File: src/core/jhs_pkg.sv
/*
  Shared constants and types of the jog and homing sequencer.
  Assumes a 50 MHz drive clock and six point-select lines.
*/
package jhs_pkg;

  // Point and position widths
  localparam int PT_W  = 6;
  localparam int POS_W = 32;

  // Trip codes
  localparam logic [7:0] FC_NONE   = 8'h00;
  localparam logic [7:0] FC_HOMING = 8'h44;
  localparam logic [7:0] FC_UNDEF  = 8'h45;
  localparam logic [7:0] FC_OVF    = 8'h46;
  localparam logic [7:0] FC_OT     = 8'h47;
  localparam logic [7:0] FC_LIMIT  = 8'h48;

  // Position range, symmetric around zero
  localparam logic signed [POS_W-1:0] POS_MAX = 32'sh7FFFFFFF;
  localparam logic signed [POS_W-1:0] POS_MIN = 32'sh80000001;

  // Power-up homing settings
  localparam logic [1:0] ABS_HOMED_A = 2'h0;
  localparam logic [1:0] ABS_HOMED_B = 2'h2;
  localparam logic       HSKIP_ON    = 1'h1;

  // Point decode
  localparam logic [2:0]      PT_BASE_BITS = 3'h3;
  localparam logic [PT_W-1:0] PT_JOG_FWD   = 6'h01;
  localparam logic [PT_W-1:0] PT_JOG_REV   = 6'h02;
  localparam logic [PT_W-1:0] PCODE_RST    = 6'h00;
  localparam logic [PT_W-1:0] PCODE_HOMED  = 6'h3F;

  // Multi-function input assignment
  localparam logic [1:0] MF_NONE    = 2'h0;
  localparam logic [1:0] MF_JOG_FWD = 2'h1;
  localparam logic [1:0] MF_JOG_REV = 2'h2;

  // Shared output selection
  localparam logic OUT_SEL_POSITIONING_COMPLETE = 1'h0;

  // Homing type, values 0 to 7 in this order
  typedef enum logic [2:0] {
    HT_SENSOR_Z_FRONT, HT_SENSOR_FRONT, HT_SENSOR_Z_REAR, HT_LIMIT_Z,
    HT_LIMIT, HT_Z_ONLY, HT_BUMPING, HT_DATA_SET
  } jhs_home_type_t;

  typedef enum logic [2:0] {
    CMD_NONE, CMD_STEP, CMD_JOG_FWD, CMD_JOG_REV, CMD_HOME
  } jhs_cmd_t;

  // Configuration settings
  typedef struct packed {
    logic [15:0]             jog_low_speed;
    logic [15:0]             jog_high_speed;
    logic [15:0]             jog_acceleration;
    logic [15:0]             jog_deceleration;
    logic                    wrap_around_permit;
    logic [1:0]              overtravel_stop_setting;
    logic signed [POS_W-1:0] max_plus_travel;
    logic signed [POS_W-1:0] max_minus_travel;
    logic signed [POS_W-1:0] home_offset_value;
    logic [1:0]              absolute_encoder_setting;
    logic                    homing_skip_setting;
    jhs_home_type_t          homing_type_setting;
    logic                    control_mode_setting;   // 1: full-closed
    logic [1:0]              input_point_count_select;
    logic                    output_signal_select;
    logic [1:0]              mf_one_assign;
    logic [1:0]              mf_two_assign;
  } jhs_cfg_t;

  // Status from the motion engine
  typedef struct packed {
    logic                    pos_inc;
    logic                    pos_dec;
    logic                    motion_stopped;
    logic                    home_done_ok;
    logic                    home_abort;
    logic                    step_done;
    logic                    in_decel;
    logic                    positioned;
    logic                    ot_fwd;
    logic                    ot_rev;
    logic                    stop_cmd;
    logic                    alarm_in;
    logic                    alarm_clear;
    logic                    autotune_run;
    logic                    freq_meas_run;
    logic signed [POS_W-1:0] abs_position;
  } jhs_motion_t;

  // Commands to the motion engine
  typedef struct packed {
    logic jog_fwd;
    logic jog_rev;
    logic decel_req;
    logic ot_decel;
    logic home_start;
    logic step_start;
    logic alarm_stop;
  } jhs_drive_t;

endpackage : jhs_pkg

File: src/core/jhs_cmd_decode.sv
/*
  Decodes the live point and multi-function inputs into one command.
  Assumes inputs are already held stable by the caller.
*/
`timescale 1ns/1ps
`default_nettype none
module jhs_cmd_decode (
  input  wire logic [5:0] points,
  input  wire logic [1:0] count_sel,
  input  wire logic       mf_one,
  input  wire logic       mf_two,
  input  wire logic [1:0] mf_one_assign,
  input  wire logic [1:0] mf_two_assign,
  output jhs_pkg::jhs_cmd_t cmd
);
  import jhs_pkg::*;

  // Highest point for the selected input count
  function automatic logic [PT_W-1:0] max_point(input logic [1:0] sel);
    logic [PT_W:0] span;
    span = 7'(1) << (PT_BASE_BITS + 3'(sel));
    return PT_W'(span - 7'(1));
  endfunction : max_point

  // Jog requested by a multi-function input
  function automatic logic mf_is_jog(input logic a, input logic [1:0] as);
    return a && (as == MF_JOG_FWD || as == MF_JOG_REV);
  endfunction : mf_is_jog

  logic [PT_W-1:0] top;
  logic            j1;
  logic            j2;

  // Multi-function jog wins over point select
  always_comb begin
    top = max_point(count_sel);
    j1  = mf_is_jog(mf_one, mf_one_assign);
    j2  = mf_is_jog(mf_two, mf_two_assign);
    cmd = CMD_NONE;
    if (j1 && j2) begin
      cmd = CMD_NONE;
    end else if (j1) begin
      cmd = (mf_one_assign == MF_JOG_FWD) ? CMD_JOG_FWD : CMD_JOG_REV;
    end else if (j2) begin
      cmd = (mf_two_assign == MF_JOG_FWD) ? CMD_JOG_FWD : CMD_JOG_REV;
    end else if (points == top) begin
      cmd = CMD_HOME;
    end else if (points == top - PT_JOG_FWD) begin
      cmd = CMD_JOG_FWD;
    end else if (points == top - PT_JOG_REV) begin
      cmd = CMD_JOG_REV;
    end else if (points != PCODE_RST && points < top) begin
      cmd = CMD_STEP;
    end
  end

endmodule : jhs_cmd_decode
`default_nettype wire

File: src/core/jhs_pos_counter.sv
/*
  Signed current position with overflow trip or wrap-around.
  Assumes at most one of inc and dec per cycle; load wins.
*/
`timescale 1ns/1ps
`default_nettype none
module jhs_pos_counter (
  input  wire logic                clk,
  input  wire logic                rst_n,
  input  wire logic                inc,
  input  wire logic                dec,
  input  wire logic                load,
  input  wire logic signed [31:0]  load_val,
  input  wire logic                wrap_permit,
  output logic signed [31:0]       pos_q,
  output logic                     ovf_q
);
  import jhs_pkg::*;

  // Count, wrap or hold at the range end
  always_ff @(posedge clk) begin
    if (!rst_n) begin
      pos_q <= 32'sh00000000;
    end else if (load) begin
      pos_q <= load_val;
    end else if (inc) begin
      if (pos_q != POS_MAX) begin
        pos_q <= pos_q + 32'sh00000001;
      end else if (wrap_permit) begin
        pos_q <= POS_MIN;
      end
    end else if (dec) begin
      if (pos_q != POS_MIN) begin
        pos_q <= pos_q - 32'sh00000001;
      end else if (wrap_permit) begin
        pos_q <= POS_MAX;
      end
    end
  end

  // Overflow pulse, suppressed when wrap is permitted
  always_ff @(posedge clk) begin
    if (!rst_n) begin
      ovf_q <= 1'b0;
    end else begin
      ovf_q <= !load && !wrap_permit &&
               ((inc && pos_q == POS_MAX) || (dec && pos_q == POS_MIN));
    end
  end

endmodule : jhs_pos_counter
`default_nettype wire

File: src/core/jhs_sequencer.sv
/*
  Jog and homing command sequencer of the servo drive.
  Assumes the host and motion engine signals are synchronous to clk.
*/
// Function
// - Zero jog speed or ramp trips code 69
// - Position overflow beyond range during jog trips code 70
// - Wrap permit suppresses overflow, position wraps
// - Homed jog into over-travel trips code 71
// - Unhomed jog over-travel decelerates, no fault
// - Homed jog past travel limits trips 72
// - External jog is high-speed forward or reverse
// - Both multi-function jogs active: no motion
// - Stop-command jog end keeps position codes
// - Step operation needs homing complete first
// - Absolute setting 0 or 2 homes at power-up
// - Homing skip homes, loads home offset
// - Alarm clears homing complete
// - Homing start clears; only normal finish sets
// - Auto-tuning or response measurement clears homing
// - Homing type setting decodes eight modes
// - Full-closed rejects Z homing, code 68
// - Busy off while executing, until strobe opens
// - Busy returning on marks completion
// - Homing success drives all position codes on
// - Shared output selects positioned or decelerating
// - Jog runs while strobe closed, stops on open
`timescale 1ns/1ps
`default_nettype none
module jhs_sequencer (
  input  wire logic                 clk,
  input  wire logic                 rst_n,
  input  wire logic                 command_strobe,
  input  wire logic [5:0]           point_select_inputs,
  input  wire logic                 multi_function_input_one,
  input  wire logic                 multi_function_input_two,
  input  wire jhs_pkg::jhs_cfg_t    cfg,
  input  wire jhs_pkg::jhs_motion_t mot,
  output logic                      busy_on_q,
  output logic [5:0]                position_code_outputs_q,
  output logic                      shared_out_q,
  output jhs_pkg::jhs_drive_t       drive_q,
  output jhs_pkg::jhs_home_type_t   home_type_q,
  output logic [5:0]                step_point_q,
  output logic                      fault_active_q,
  output logic [7:0]                fault_code_q,
  output logic                      homing_complete_q,
  output logic signed [31:0]        current_position_q
);
  import jhs_pkg::*;

  typedef enum logic [2:0] {
    ST_IDLE, ST_JOG, ST_JOG_STOP, ST_HOME, ST_STEP, ST_HOLD, ST_FAULT
  } jhs_state_t;

  // Homing types that need the Z phase
  function automatic logic uses_z(input jhs_home_type_t t);
    return t == HT_SENSOR_Z_FRONT || t == HT_SENSOR_Z_REAR ||
           t == HT_LIMIT_Z || t == HT_Z_ONLY;
  endfunction : uses_z

  jhs_state_t      state_q;
  jhs_state_t      state_d;
  jhs_cmd_t        cmd_now;
  jhs_cmd_t        cmd_q;
  logic            strobe_q;
  logic            strobe_rise;
  logic            init_q;
  logic            stop_by_cmd_q;
  logic            pend_q;
  logic [PT_W-1:0] pend_val_q;
  logic [PT_W-1:0] point_q;
  logic            ovf;
  logic            fault_hit;
  logic [7:0]      fault_code_d;
  logic            jog_zero;
  logic            ot_dir;
  logic            over_limit;
  logic            home_reject;
  logic            start_home;
  logic            start_step;
  logic            start_jog;
  logic            load_pos;
  logic signed [31:0] load_val;

  // Decoder sees live inputs, result latched at the strobe edge
  jhs_cmd_decode u_decode (
    .points        (point_select_inputs),
    .count_sel     (cfg.input_point_count_select),
    .mf_one        (multi_function_input_one),
    .mf_two        (multi_function_input_two),
    .mf_one_assign (cfg.mf_one_assign),
    .mf_two_assign (cfg.mf_two_assign),
    .cmd           (cmd_now)
  );

  // Position load at power-up only
  assign load_pos = init_q &&
                    (cfg.homing_skip_setting == HSKIP_ON ||
                     cfg.absolute_encoder_setting == ABS_HOMED_A ||
                     cfg.absolute_encoder_setting == ABS_HOMED_B);
  assign load_val = (cfg.homing_skip_setting == HSKIP_ON) ?
                    cfg.home_offset_value : mot.abs_position;

  jhs_pos_counter u_pos (
    .clk         (clk),
    .rst_n       (rst_n),
    .inc         (mot.pos_inc),
    .dec         (mot.pos_dec),
    .load        (load_pos),
    .load_val    (load_val),
    .wrap_permit (cfg.wrap_around_permit),
    .pos_q       (current_position_q),
    .ovf_q       (ovf)
  );

  // Strobe closing edge
  always_ff @(posedge clk) begin
    if (!rst_n) begin
      strobe_q <= 1'b0;
    end else begin
      strobe_q <= command_strobe;
    end
  end
  assign strobe_rise = command_strobe && !strobe_q;

  // Start qualification in idle
  assign start_home = state_q == ST_IDLE && strobe_rise && cmd_now == CMD_HOME;
  assign start_step = state_q == ST_IDLE && strobe_rise && cmd_now == CMD_STEP &&
                      homing_complete_q;
  assign start_jog  = state_q == ST_IDLE && strobe_rise &&
                      (cmd_now == CMD_JOG_FWD || cmd_now == CMD_JOG_REV);
  assign home_reject = cfg.control_mode_setting &&
                       uses_z(cfg.homing_type_setting);

  // Protection checks
  always_comb begin
    jog_zero = cfg.jog_low_speed == 16'h0000 || cfg.jog_high_speed == 16'h0000 ||
               cfg.jog_acceleration == 16'h0000 ||
               cfg.jog_deceleration == 16'h0000;
    ot_dir = (cmd_q == CMD_JOG_FWD) ? mot.ot_fwd : mot.ot_rev;
    over_limit = current_position_q > cfg.max_plus_travel ||
                 current_position_q < -cfg.max_minus_travel;
    fault_hit = 1'b0;
    fault_code_d = FC_NONE;
    if (start_home && home_reject) begin
      fault_hit = 1'b1;
      fault_code_d = FC_HOMING;
    end else if (start_jog && jog_zero) begin
      fault_hit = 1'b1;
      fault_code_d = FC_UNDEF;
    end else if (state_q == ST_JOG || state_q == ST_JOG_STOP) begin
      if (ovf) begin
        fault_hit = 1'b1;
        fault_code_d = FC_OVF;
      end else if (homing_complete_q && ot_dir) begin
        fault_hit = 1'b1;
        fault_code_d = FC_OT;
      end else if (homing_complete_q && over_limit) begin
        fault_hit = 1'b1;
        fault_code_d = FC_LIMIT;
      end
    end
  end

  // Sequencer state
  always_comb begin
    state_d = state_q;
    unique case (state_q)
      ST_IDLE: begin
        if (fault_hit) begin
          state_d = ST_FAULT;
        end else if (start_home) begin
          state_d = ST_HOME;
        end else if (start_step) begin
          state_d = ST_STEP;
        end else if (start_jog) begin
          state_d = ST_JOG;
        end
      end
      ST_JOG: begin
        if (fault_hit) begin
          state_d = ST_FAULT;
        end else if (!command_strobe || mot.stop_cmd ||
                     (!homing_complete_q && ot_dir)) begin
          state_d = ST_JOG_STOP;
        end
      end
      ST_JOG_STOP: begin
        if (fault_hit) begin
          state_d = ST_FAULT;
        end else if (mot.motion_stopped) begin
          state_d = ST_HOLD;
        end
      end
      ST_HOME: begin
        if (mot.home_done_ok || mot.home_abort || mot.stop_cmd) begin
          state_d = ST_HOLD;
        end
      end
      ST_STEP: begin
        if (mot.step_done || mot.stop_cmd) begin
          state_d = ST_HOLD;
        end
      end
      ST_HOLD: begin
        if (!command_strobe) begin
          state_d = ST_IDLE;
        end
      end
      ST_FAULT: begin
        if (mot.alarm_clear) begin
          state_d = ST_HOLD;
        end
      end
    endcase
    if (mot.alarm_in && state_q != ST_FAULT) begin
      state_d = ST_FAULT;
    end
  end

  always_ff @(posedge clk) begin
    if (!rst_n) begin
      state_q <= ST_IDLE;
    end else begin
      state_q <= state_d;
    end
  end

  // Command and point sampled once at strobe closing
  always_ff @(posedge clk) begin
    if (!rst_n) begin
      cmd_q   <= CMD_NONE;
      point_q <= PCODE_RST;
    end else if (state_q == ST_IDLE && strobe_rise) begin
      cmd_q   <= cmd_now;
      point_q <= point_select_inputs;
    end
  end

  // Remember whether a jog ended by a stop command
  always_ff @(posedge clk) begin
    if (!rst_n) begin
      stop_by_cmd_q <= 1'b0;
    end else if (state_q == ST_JOG && state_d == ST_JOG_STOP) begin
      stop_by_cmd_q <= mot.stop_cmd;
    end
  end

  // Pending position code, shown when busy returns on
  always_ff @(posedge clk) begin
    if (!rst_n) begin
      pend_q     <= 1'b0;
      pend_val_q <= PCODE_RST;
    end else if (state_d == ST_FAULT) begin
      pend_q <= 1'b0;
    end else if (state_q == ST_HOME && mot.home_done_ok && !mot.stop_cmd &&
                 !mot.home_abort) begin
      pend_q     <= 1'b1;
      pend_val_q <= PCODE_HOMED;
    end else if (state_q == ST_STEP && mot.step_done && !mot.stop_cmd) begin
      pend_q     <= 1'b1;
      pend_val_q <= point_q;
    end else if (state_q == ST_JOG_STOP && state_d == ST_HOLD) begin
      pend_q     <= !stop_by_cmd_q;
      pend_val_q <= point_q;
    end else if (state_q == ST_HOLD && state_d == ST_IDLE) begin
      pend_q <= 1'b0;
    end
  end

  // Position codes change in the cycle busy returns on
  always_ff @(posedge clk) begin
    if (!rst_n) begin
      position_code_outputs_q <= PCODE_RST;
    end else if (state_q == ST_HOLD && state_d == ST_IDLE && pend_q) begin
      position_code_outputs_q <= pend_val_q;
    end
  end

  // Busy transistor off from command start until strobe reopens
  always_ff @(posedge clk) begin
    if (!rst_n) begin
      busy_on_q <= 1'b1;
    end else begin
      busy_on_q <= (state_d == ST_IDLE);
    end
  end

  // Trip latch
  always_ff @(posedge clk) begin
    if (!rst_n) begin
      fault_active_q <= 1'b0;
      fault_code_q   <= FC_NONE;
    end else if (fault_hit) begin
      fault_active_q <= 1'b1;
      fault_code_q   <= fault_code_d;
    end else if (mot.alarm_in) begin
      fault_active_q <= 1'b1;
    end else if (state_q == ST_FAULT && mot.alarm_clear) begin
      fault_active_q <= 1'b0;
      fault_code_q   <= FC_NONE;
    end
  end

  // Power-up evaluation happens once after reset release
  always_ff @(posedge clk) begin
    if (!rst_n) begin
      init_q <= 1'b1;
    end else begin
      init_q <= 1'b0;
    end
  end

  // Homing complete state; any clearing event beats a normal finish
  always_ff @(posedge clk) begin
    if (!rst_n) begin
      homing_complete_q <= 1'b0;
    end else if (init_q) begin
      homing_complete_q <= load_pos;
    end else if (fault_hit || mot.alarm_in) begin
      homing_complete_q <= 1'b0;
    end else if (mot.autotune_run || mot.freq_meas_run) begin
      homing_complete_q <= 1'b0;
    end else if (start_home) begin
      homing_complete_q <= 1'b0;
    end else if (state_q == ST_HOME && mot.home_done_ok && !mot.home_abort &&
                 !mot.stop_cmd) begin
      homing_complete_q <= 1'b1;
    end
  end

  // Commands to the motion engine
  always_ff @(posedge clk) begin
    if (!rst_n) begin
      drive_q      <= '0;
      home_type_q  <= HT_SENSOR_Z_FRONT;
      step_point_q <= PCODE_RST;
    end else begin
      drive_q.jog_fwd    <= state_d == ST_JOG && cmd_q == CMD_JOG_FWD;
      drive_q.jog_rev    <= state_d == ST_JOG && cmd_q == CMD_JOG_REV;
      drive_q.decel_req  <= state_d == ST_JOG_STOP;
      drive_q.ot_decel   <= state_d == ST_JOG_STOP && !homing_complete_q &&
                            ot_dir;
      drive_q.home_start <= start_home && !fault_hit;
      drive_q.step_start <= start_step && !fault_hit;
      drive_q.alarm_stop <= state_d == ST_FAULT;
      if (start_home) begin
        home_type_q <= cfg.homing_type_setting;
      end
      if (start_step) begin
        step_point_q <= point_select_inputs;
      end
    end
  end

  // Shared positioned or decelerating output
  always_ff @(posedge clk) begin
    if (!rst_n) begin
      shared_out_q <= 1'b0;
    end else begin
      shared_out_q <= (cfg.output_signal_select == OUT_SEL_POSITIONING_COMPLETE) ?
                      mot.positioned : mot.in_decel;
    end
  end

endmodule : jhs_sequencer
`default_nettype wire

File: config.mk
export PLATFORM = sky130hd
export DESIGN_NAME = jhs_sequencer
export DESIGN_NICKNAME = d
export VERILOG_FILES = /design/src/core/jhs_pkg.sv /design/src/core/jhs_cmd_decode.sv /design/src/core/jhs_pos_counter.sv /design/src/core/jhs_sequencer.sv
export SDC_FILE = /design/constraint.sdc
export NUM_CORES = 1
export LEC_CHECK = 0
export ABC_AREA = 1
export BUFFER_PORTS_ARGS = -buffer_cell sky130_fd_sc_hd__buf_2
export CORE_MARGIN = 2
export CORE_UTILIZATION = 40
export CTS_CLUSTER_SIZE = 20
export DETAILED_ROUTE_END_ITERATION = 10
export PLACE_DENSITY = 0.69
export SYNTH_ARGS = -nofsm -noshare
export SYNTH_HDL_FRONTEND = slang
export SYNTH_SLANG_ARGS = --single-unit
File: constraint.sdc
create_clock -name clk -period 6.14 [get_ports clk]
set_input_delay 1.228 -clock clk [delete_from_list [all_inputs] [get_ports clk]]
set_output_delay 1.228 -clock clk [all_outputs]
set_load 0.005 [all_outputs]
======== Word level (Yosys, flattened, before mapping) ========
Index checks and enable logic that the tools add are counted.
word-level totals
  register bits ........................... 89
  input port bits ......................... 235
  word-level logic and storage cells ...... 226
cells by class
  add/sub/neg operators ................... 7
  order comparisons ....................... 3
  equal/unequal tests ..................... 34
  shift-type cells ........................ 1
  muxes and demuxes ....................... 64
  bitwise operators ....................... 2
  reduce and logical (&&, ||, !) cells .... 90
operators with widths
  operator                                                              number
  32-bit 2-to-1 mux                                                     8
  32-bit == test, second input constant                                 2
  16-bit zero test                                                      4
  32-bit != test, second input constant                                 2
  3-bit 2-to-1 mux                                                      19
  7-bit 2-to-1 mux                                                      6
  1-bit logical AND                                                     40
  32-bit by 2-bit adder with 32-bit output, second input constant       1
  32-bit > comparator                                                   1
  32-bit < comparator                                                   1
  32-bit negation                                                       1
  32-bit by 2-bit subtractor with 32-bit output, second input constant  1
  3-bit by 2-bit == test with 1-bit output, second input constant       9
  1-bit 2-to-1 mux                                                      24
  8-bit 2-to-1 mux                                                      3
  3-bit == test, second input constant                                  7
  1-bit logical OR                                                      21
  3-bit case mux with 7 select lines                                    1
  6-bit == test                                                         3
  6-bit 2-to-1 mux                                                      3
  6-bit by 1-bit subtractor with 6-bit output, second input constant    2
  3-bit by 1-bit == test with 1-bit output, second input constant       3
  1-bit zero test                                                       9
  3-bit zero test                                                       3
  other kinds (19)                                                      27

======== Longest topological paths before layout ========
  depth in word-level cells ............... 27
  depth in mapped cells ................... 35
  depth with buffers taken out ............ 35

======== By module ========
From an unflattened synthesis, not the netlist that was laid out.
unflattened totals
  cell total of the unflattened synthesis .. 1655
  area, all modules ....................... 9621.7 um2
by module, submodules not included
  module           instances  cells each  area an instance (um2)  sequential area each (um2)
  jhs_sequencer    1          808         5161.2                  1061.0
  jhs_pos_counter  1          758         3983.8                  660.6
  jhs_cmd_decode   1          89          476.7                   0.0

======== Worst setup path after synthesis ========
OpenSTA, ideal clock, no wires.
  path kind ............................... input to register
  from .................................... input port cfg[47] (netlist name)
  to ...................................... register pend_q
  arrival ................................. 5.193 ns
  required time ........................... 6.026 ns
  path slack .............................. 0.833 ns
  cell stages on the path ................. 32
  cells stage by stage .................... nor3_2 -> nand3b_2 -> nor2_2 -> nand4_2 -> or3_4 -> nor3_4 -> nand2_2 -> nor2_2 -> nand2_2 -> nor2_2 -> nand3_2 -> nor2_2 -> nand3b_1 -> xnor2_1 -> ha_1 -> a21oi_1 -> o21a_1 -> nand2_1 -> a21oi_1 -> nand3_1 -> nand2_1 -> nand2_1 -> nand2_1 -> nand3_1 -> inv_2 -> nand3_1 -> inv_2 -> nand2_1 -> nor2_2 -> nand2_1 -> a21oi_1 -> nor2_1
on the way
  cells in the longest elaborated chain, start to end .. 18
  elaborated cells between the ends (all ways) .. 25
  those cells by class .................... 1 x add/sub; 1 x order compare; 2 x eq/ne; 14 x mux; 7 x reduce/logical
ends and longest elaborated chain
  what                                  RTL line                                                          RTL
  start: declaration                    jhs_sequencer.sv:37                                               input wire jhs_pkg::jhs_cfg_t cfg,
  32-bit negation *                     jhs_sequencer.sv:143                                              current_position_q < -cfg.max_minus_travel;
  32-bit < comparator *                 jhs_sequencer.sv:143
  1-bit logical OR *                    jhs_sequencer.sv:142                                              over_limit = current_position_q > cfg.max_plus_travel ||
  1-bit logical AND *                   jhs_sequencer.sv:159                                              end else if (homing_complete_q && over_limit) begin
  1-bit 2-to-1 mux *                    jhs_sequencer.sv:159
  1-bit 2-to-1 mux *                    jhs_sequencer.sv:156                                              end else if (homing_complete_q && ot_dir) begin
  1-bit 2-to-1 mux *                    jhs_sequencer.sv:153                                              if (ovf) begin
  1-bit 2-to-1 mux *                    jhs_sequencer.sv:152                                              end else if (state_q == ST_JOG || state_q == ST_JOG_STOP) begin
  [2 not listed]                        n/a
  3-bit 2-to-1 mux (on tied branches)   jhs_sequencer.sv:190, jhs_sequencer.sv:171, jhs_sequencer.sv:182
  3-bit case mux with 7 select lines *  jhs_sequencer.sv:169                                              unique case (state_q)
  3-bit 2-to-1 mux *                    jhs_sequencer.sv:217                                              if (mot.alarm_in && state_q != ST_FAULT) begin
  3-bit == test                         jhs_sequencer.sv:264                                              end else if (state_q == ST_JOG_STOP && state_d == ST_HOLD) begin
  1-bit logical AND                     jhs_sequencer.sv:264
  1-bit 2-to-1 mux                      jhs_sequencer.sv:264
  1-bit 2-to-1 mux                      jhs_sequencer.sv:261                                              end else if (state_q == ST_STEP && mot.step_done && !mot.stop_cmd) begin
  1-bit 2-to-1 mux                      jhs_sequencer.sv:257                                              end else if (state_q == ST_HOME && mot.home_done_ok && !mot.stop_cmd &&
  end signal: assignment                jhs_sequencer.sv:265                                              pend_q <= !stop_by_cmd_q;
  end: declaration                      jhs_sequencer.sv:70                                               logic pend_q;
Every way passes the cells marked *; elsewhere a longest branch is shown, timed or not.
A chain may end at the register's enable or synchronous reset.

======== Worst setup path after layout ========
  from .................................... input port cfg[46] (netlist name)
  to ...................................... register pend_q
The elaborated chain is that of the path after synthesis.

==> results.toml <==
[run_status]
outcome = "finished, final reports clean"

[logic_synthesis]
synth_area_um2 = 9040
synth_top_cell_by_area = "dfxtp_1"
synth_area_leaders = "dfxtp_1 (19%), nand2_1 (13%), ha_1 (11%), inv_1 (8.3%), nor2_1 (7.7%)"
syn_area_per_cell_um2 = 6.12
synth_ff_type = "dfxtp_1"
async_flop_share = 0
ys_ff_latch = 86
synth_top_area_frac = 0.190
synth.yosys.seq_area_share = 0.190
synth_edf_count = 0
ys_types = 51
synth_warnings = 0
synthCells = 1477

[worst_setup_path]
worstPathArrival_ns = 5.87
worstReg2RegStart = "u_pos.pos_q[1]"
r2r_slack_ns = 2.49
r2r_cells = 18
slowest_stage = "ha_1"
criticalPathCategory = "in -> reg"
crit_path_start_kind = "input port"
critPathRequiredTime_ns = 6.39
crit_path_end_kind = "register"
r2r_end = "u_pos.pos_q[1]"
cpPeakStageDelay_ns = 0.27
cp_max_fo = 7
cp_common_cell = "nand2_1"

[sta]
rsz0062_at_grt = "no"
relSlewSlack = 0.491
setup_viol = 0
worstMarginPinSlew_ns = 0.760
period_needed_ns = 5.62
timing.final.max_slew_violations = 0
setup_tns_ns = 0
hold_viol_final = 0
fmaxAchievable_mhz = 178
min_period_over_period = 0.916
finalClockSkew_ns = 0.0131

[die]
die_h_um = 154
dieArea_um2 = 23800
row_count = 55
ioPinCount = 301
start_util = 0.403
core-area_um2 = 22400
die_w_um = 154

[clock_network]
cts_tree = "yes"
ctsResizeCount = 0
hold_buffers = 0
htree_num_levels = 3
cts_sinks = 86
root_buffer = "clkbuf_16"
clkTransAtPathRegs_ns = 0.07
clkLatencyLatePin_ns = 0.35
clock_path_buffers = 2
cts_buffers = 9
post_cts_buffers = 0

[place]
hpwlAfterDp_mm = 24.4
gp_congestion = 0.943
dp_cells = 2019
portBuffers = 294

[layout]
areaGrowthSynthToFinish_pct = 22.6
nets = 2057
final_common_cell = "nand2_1"
fin_cells = 2038
layout_common_cells = "nand2_1 (305), buf_2 (294), inv_1 (201)"
drive_gt1_frac = 0.225

[hold_path]
min_to = "step_point_q[3]"
holdCritStartpoint = "step_point_q[3]"
min_delay_path_depth = 2
hp-class = "reg -> reg"

[global_route]
grt_pass1_vias = 9952
grt_max_degree = 47
antenna_found_initial = 8
track_usage = 0.252
grt_pass1_wl_mm = 48.4
grt-ovfl-total = 0

[power]
p_leak_nw = 5.69
peakVddDrop_uv = 140
powerDensity_nw_per_um2 = 185

[job]
maxCapViolations = 0

[route]
initialDrtViolationCount = 621
vias = 10552
drc = 0
dr.pass1.iters = 5
ant_nets = 0
routed_wl_mm = 30.7
vias_per_cell = 5.18
wire_per_inst_um = 15.0
routing by layer:
| layer | share of wire | wire (µm) | global-route usage | vias to the layer above |
|---|---|---|---|---|
| met1 | 0.42 | 13000 | 0.302 | 4721 |
| met4 | 0.025 | 757 | 0.0785 | 10 |
| met2 | 0.48 | 14900 | 0.455 | 361 |
| met3 | 0.064 | 1960 | 0.0474 | 53 |
| li1 | - | - | - | 5407 |
| met5 | 0.0023 | 72 | 0 | - |
power by group:
group	leakage, nW	internal, mW	total [mW]	switching [mW]
combinational	4.83	0.286	0.727	0.441
clock	0.160	0.365	0.633	0.268
sequential	0.705	0.603	0.690	0.0876
total	5.69	1.25	2.05	0.797
cell type report:
class                      instances  area, µm²
fill                            2404      11400
multi-input combinational       1133       6310
sequential                        86       1720
timing repair buffer             304       1560
inverter                         211        797
tap                              285        357
clock buffer                      10        229
clock inverter                     6       97.6
antenna                            3       7.51
worst max-delay path: cells and delay by family:
kind / cells / cell delay (ns)
AOI/OAI and AO/OA: 1 / 0.15
xor gates and xnor gates: 1 / 0.15
adders and majority gates: 2 / 0.47
buffers and inverters: 5 / 0.49
and+or+nand+nor: 26 / 3.37
state kept, by name (all words and copies together), names as in the netlist, 3 cells and up:
register                 flops
fault_code_q                 5
home_type_q                  3
pend_val_q                   6
point_q                      6
state_q                      3
cmd_q                        3
step_point_q                 6
drive_q                      7
position_code_outputs_q      6
u_pos.pos_q                 32
worst max-delay path by stage:
stage | from | end | slack (ns) | cells after the start
2_1_floorplan | cfg[47] | pend_q | 0.83 | 32
3_3_place_gp | cfg[47] | pend_q | 0.09 | 33
3_5_place_dp | cfg[47] | pend_q | 0.05 | 35
4_1_cts | cfg[47] | pend_q | 0.41 | 35
5_1_grt | cfg[46] | pend_q | 0.04 | 35
6_report | cfg[46] | pend_q | 0.52 | 35
cells in the mapped netlist, types with 4 or more instances:
cell type  count
nor2_2        16
dfxtp_1       86
a211oi_2      14
or2_2          8
nand2_2        4
nor3_2         7
o31ai_1        6
a21oi_1      115
nand3_1      112
buf_1          5
ha_1          77
buf_6          5
xnor2_1       11
nand2_1      306
a211oi_1       6
nand3b_1       8
inv_1        201
nor4_1        12
o211ai_1      10
nor2_1       186
inv_2          9
a31oi_1        6
xor2_1        35
o21a_1         5
nand4_1       44
o21ai_0       82
buf_2          8
nor3_1        27
buf_4          4
clkbuf_1      31
cell families (layout without fill, tap and decap cells):
| group | count (synthesis) | in the layout | share of synthesized area |
|---|---|---|---|
| compound gates | 255 | 255 | 0.166 |
| mux | 1 | 1 | 0.00111 |
| xor+xnor | 46 | 46 | 0.0446 |
| other cells | 2 | 11 | 0.000831 |
| flops | 86 | 86 | 0.190 |
| buf+inv | 264 | 531 | 0.117 |
| simple gates | 746 | 746 | 0.373 |
| fa+ha+maj | 77 | 77 | 0.107 |
metrics by stage:
step	util	setup WS, ns	hold slack [ns]	area [µm²]	power (mW)
2_1_floorplan	-	0.833	0.437	9060	1.16
3_3_place_gp	0.478	0.0921	0.432	10700	1.40
3_5_place_dp	0.478	0.0535	0.436	10700	1.42
4_1_cts	0.493	0.412	0.447	11100	2.05
5_1_grt	0.494	0.0360	0.469	11100	2.19
6_report	0.494	0.517	0.443	11100	2.05
No activity file was read; power rests on OpenSTA's default activity.
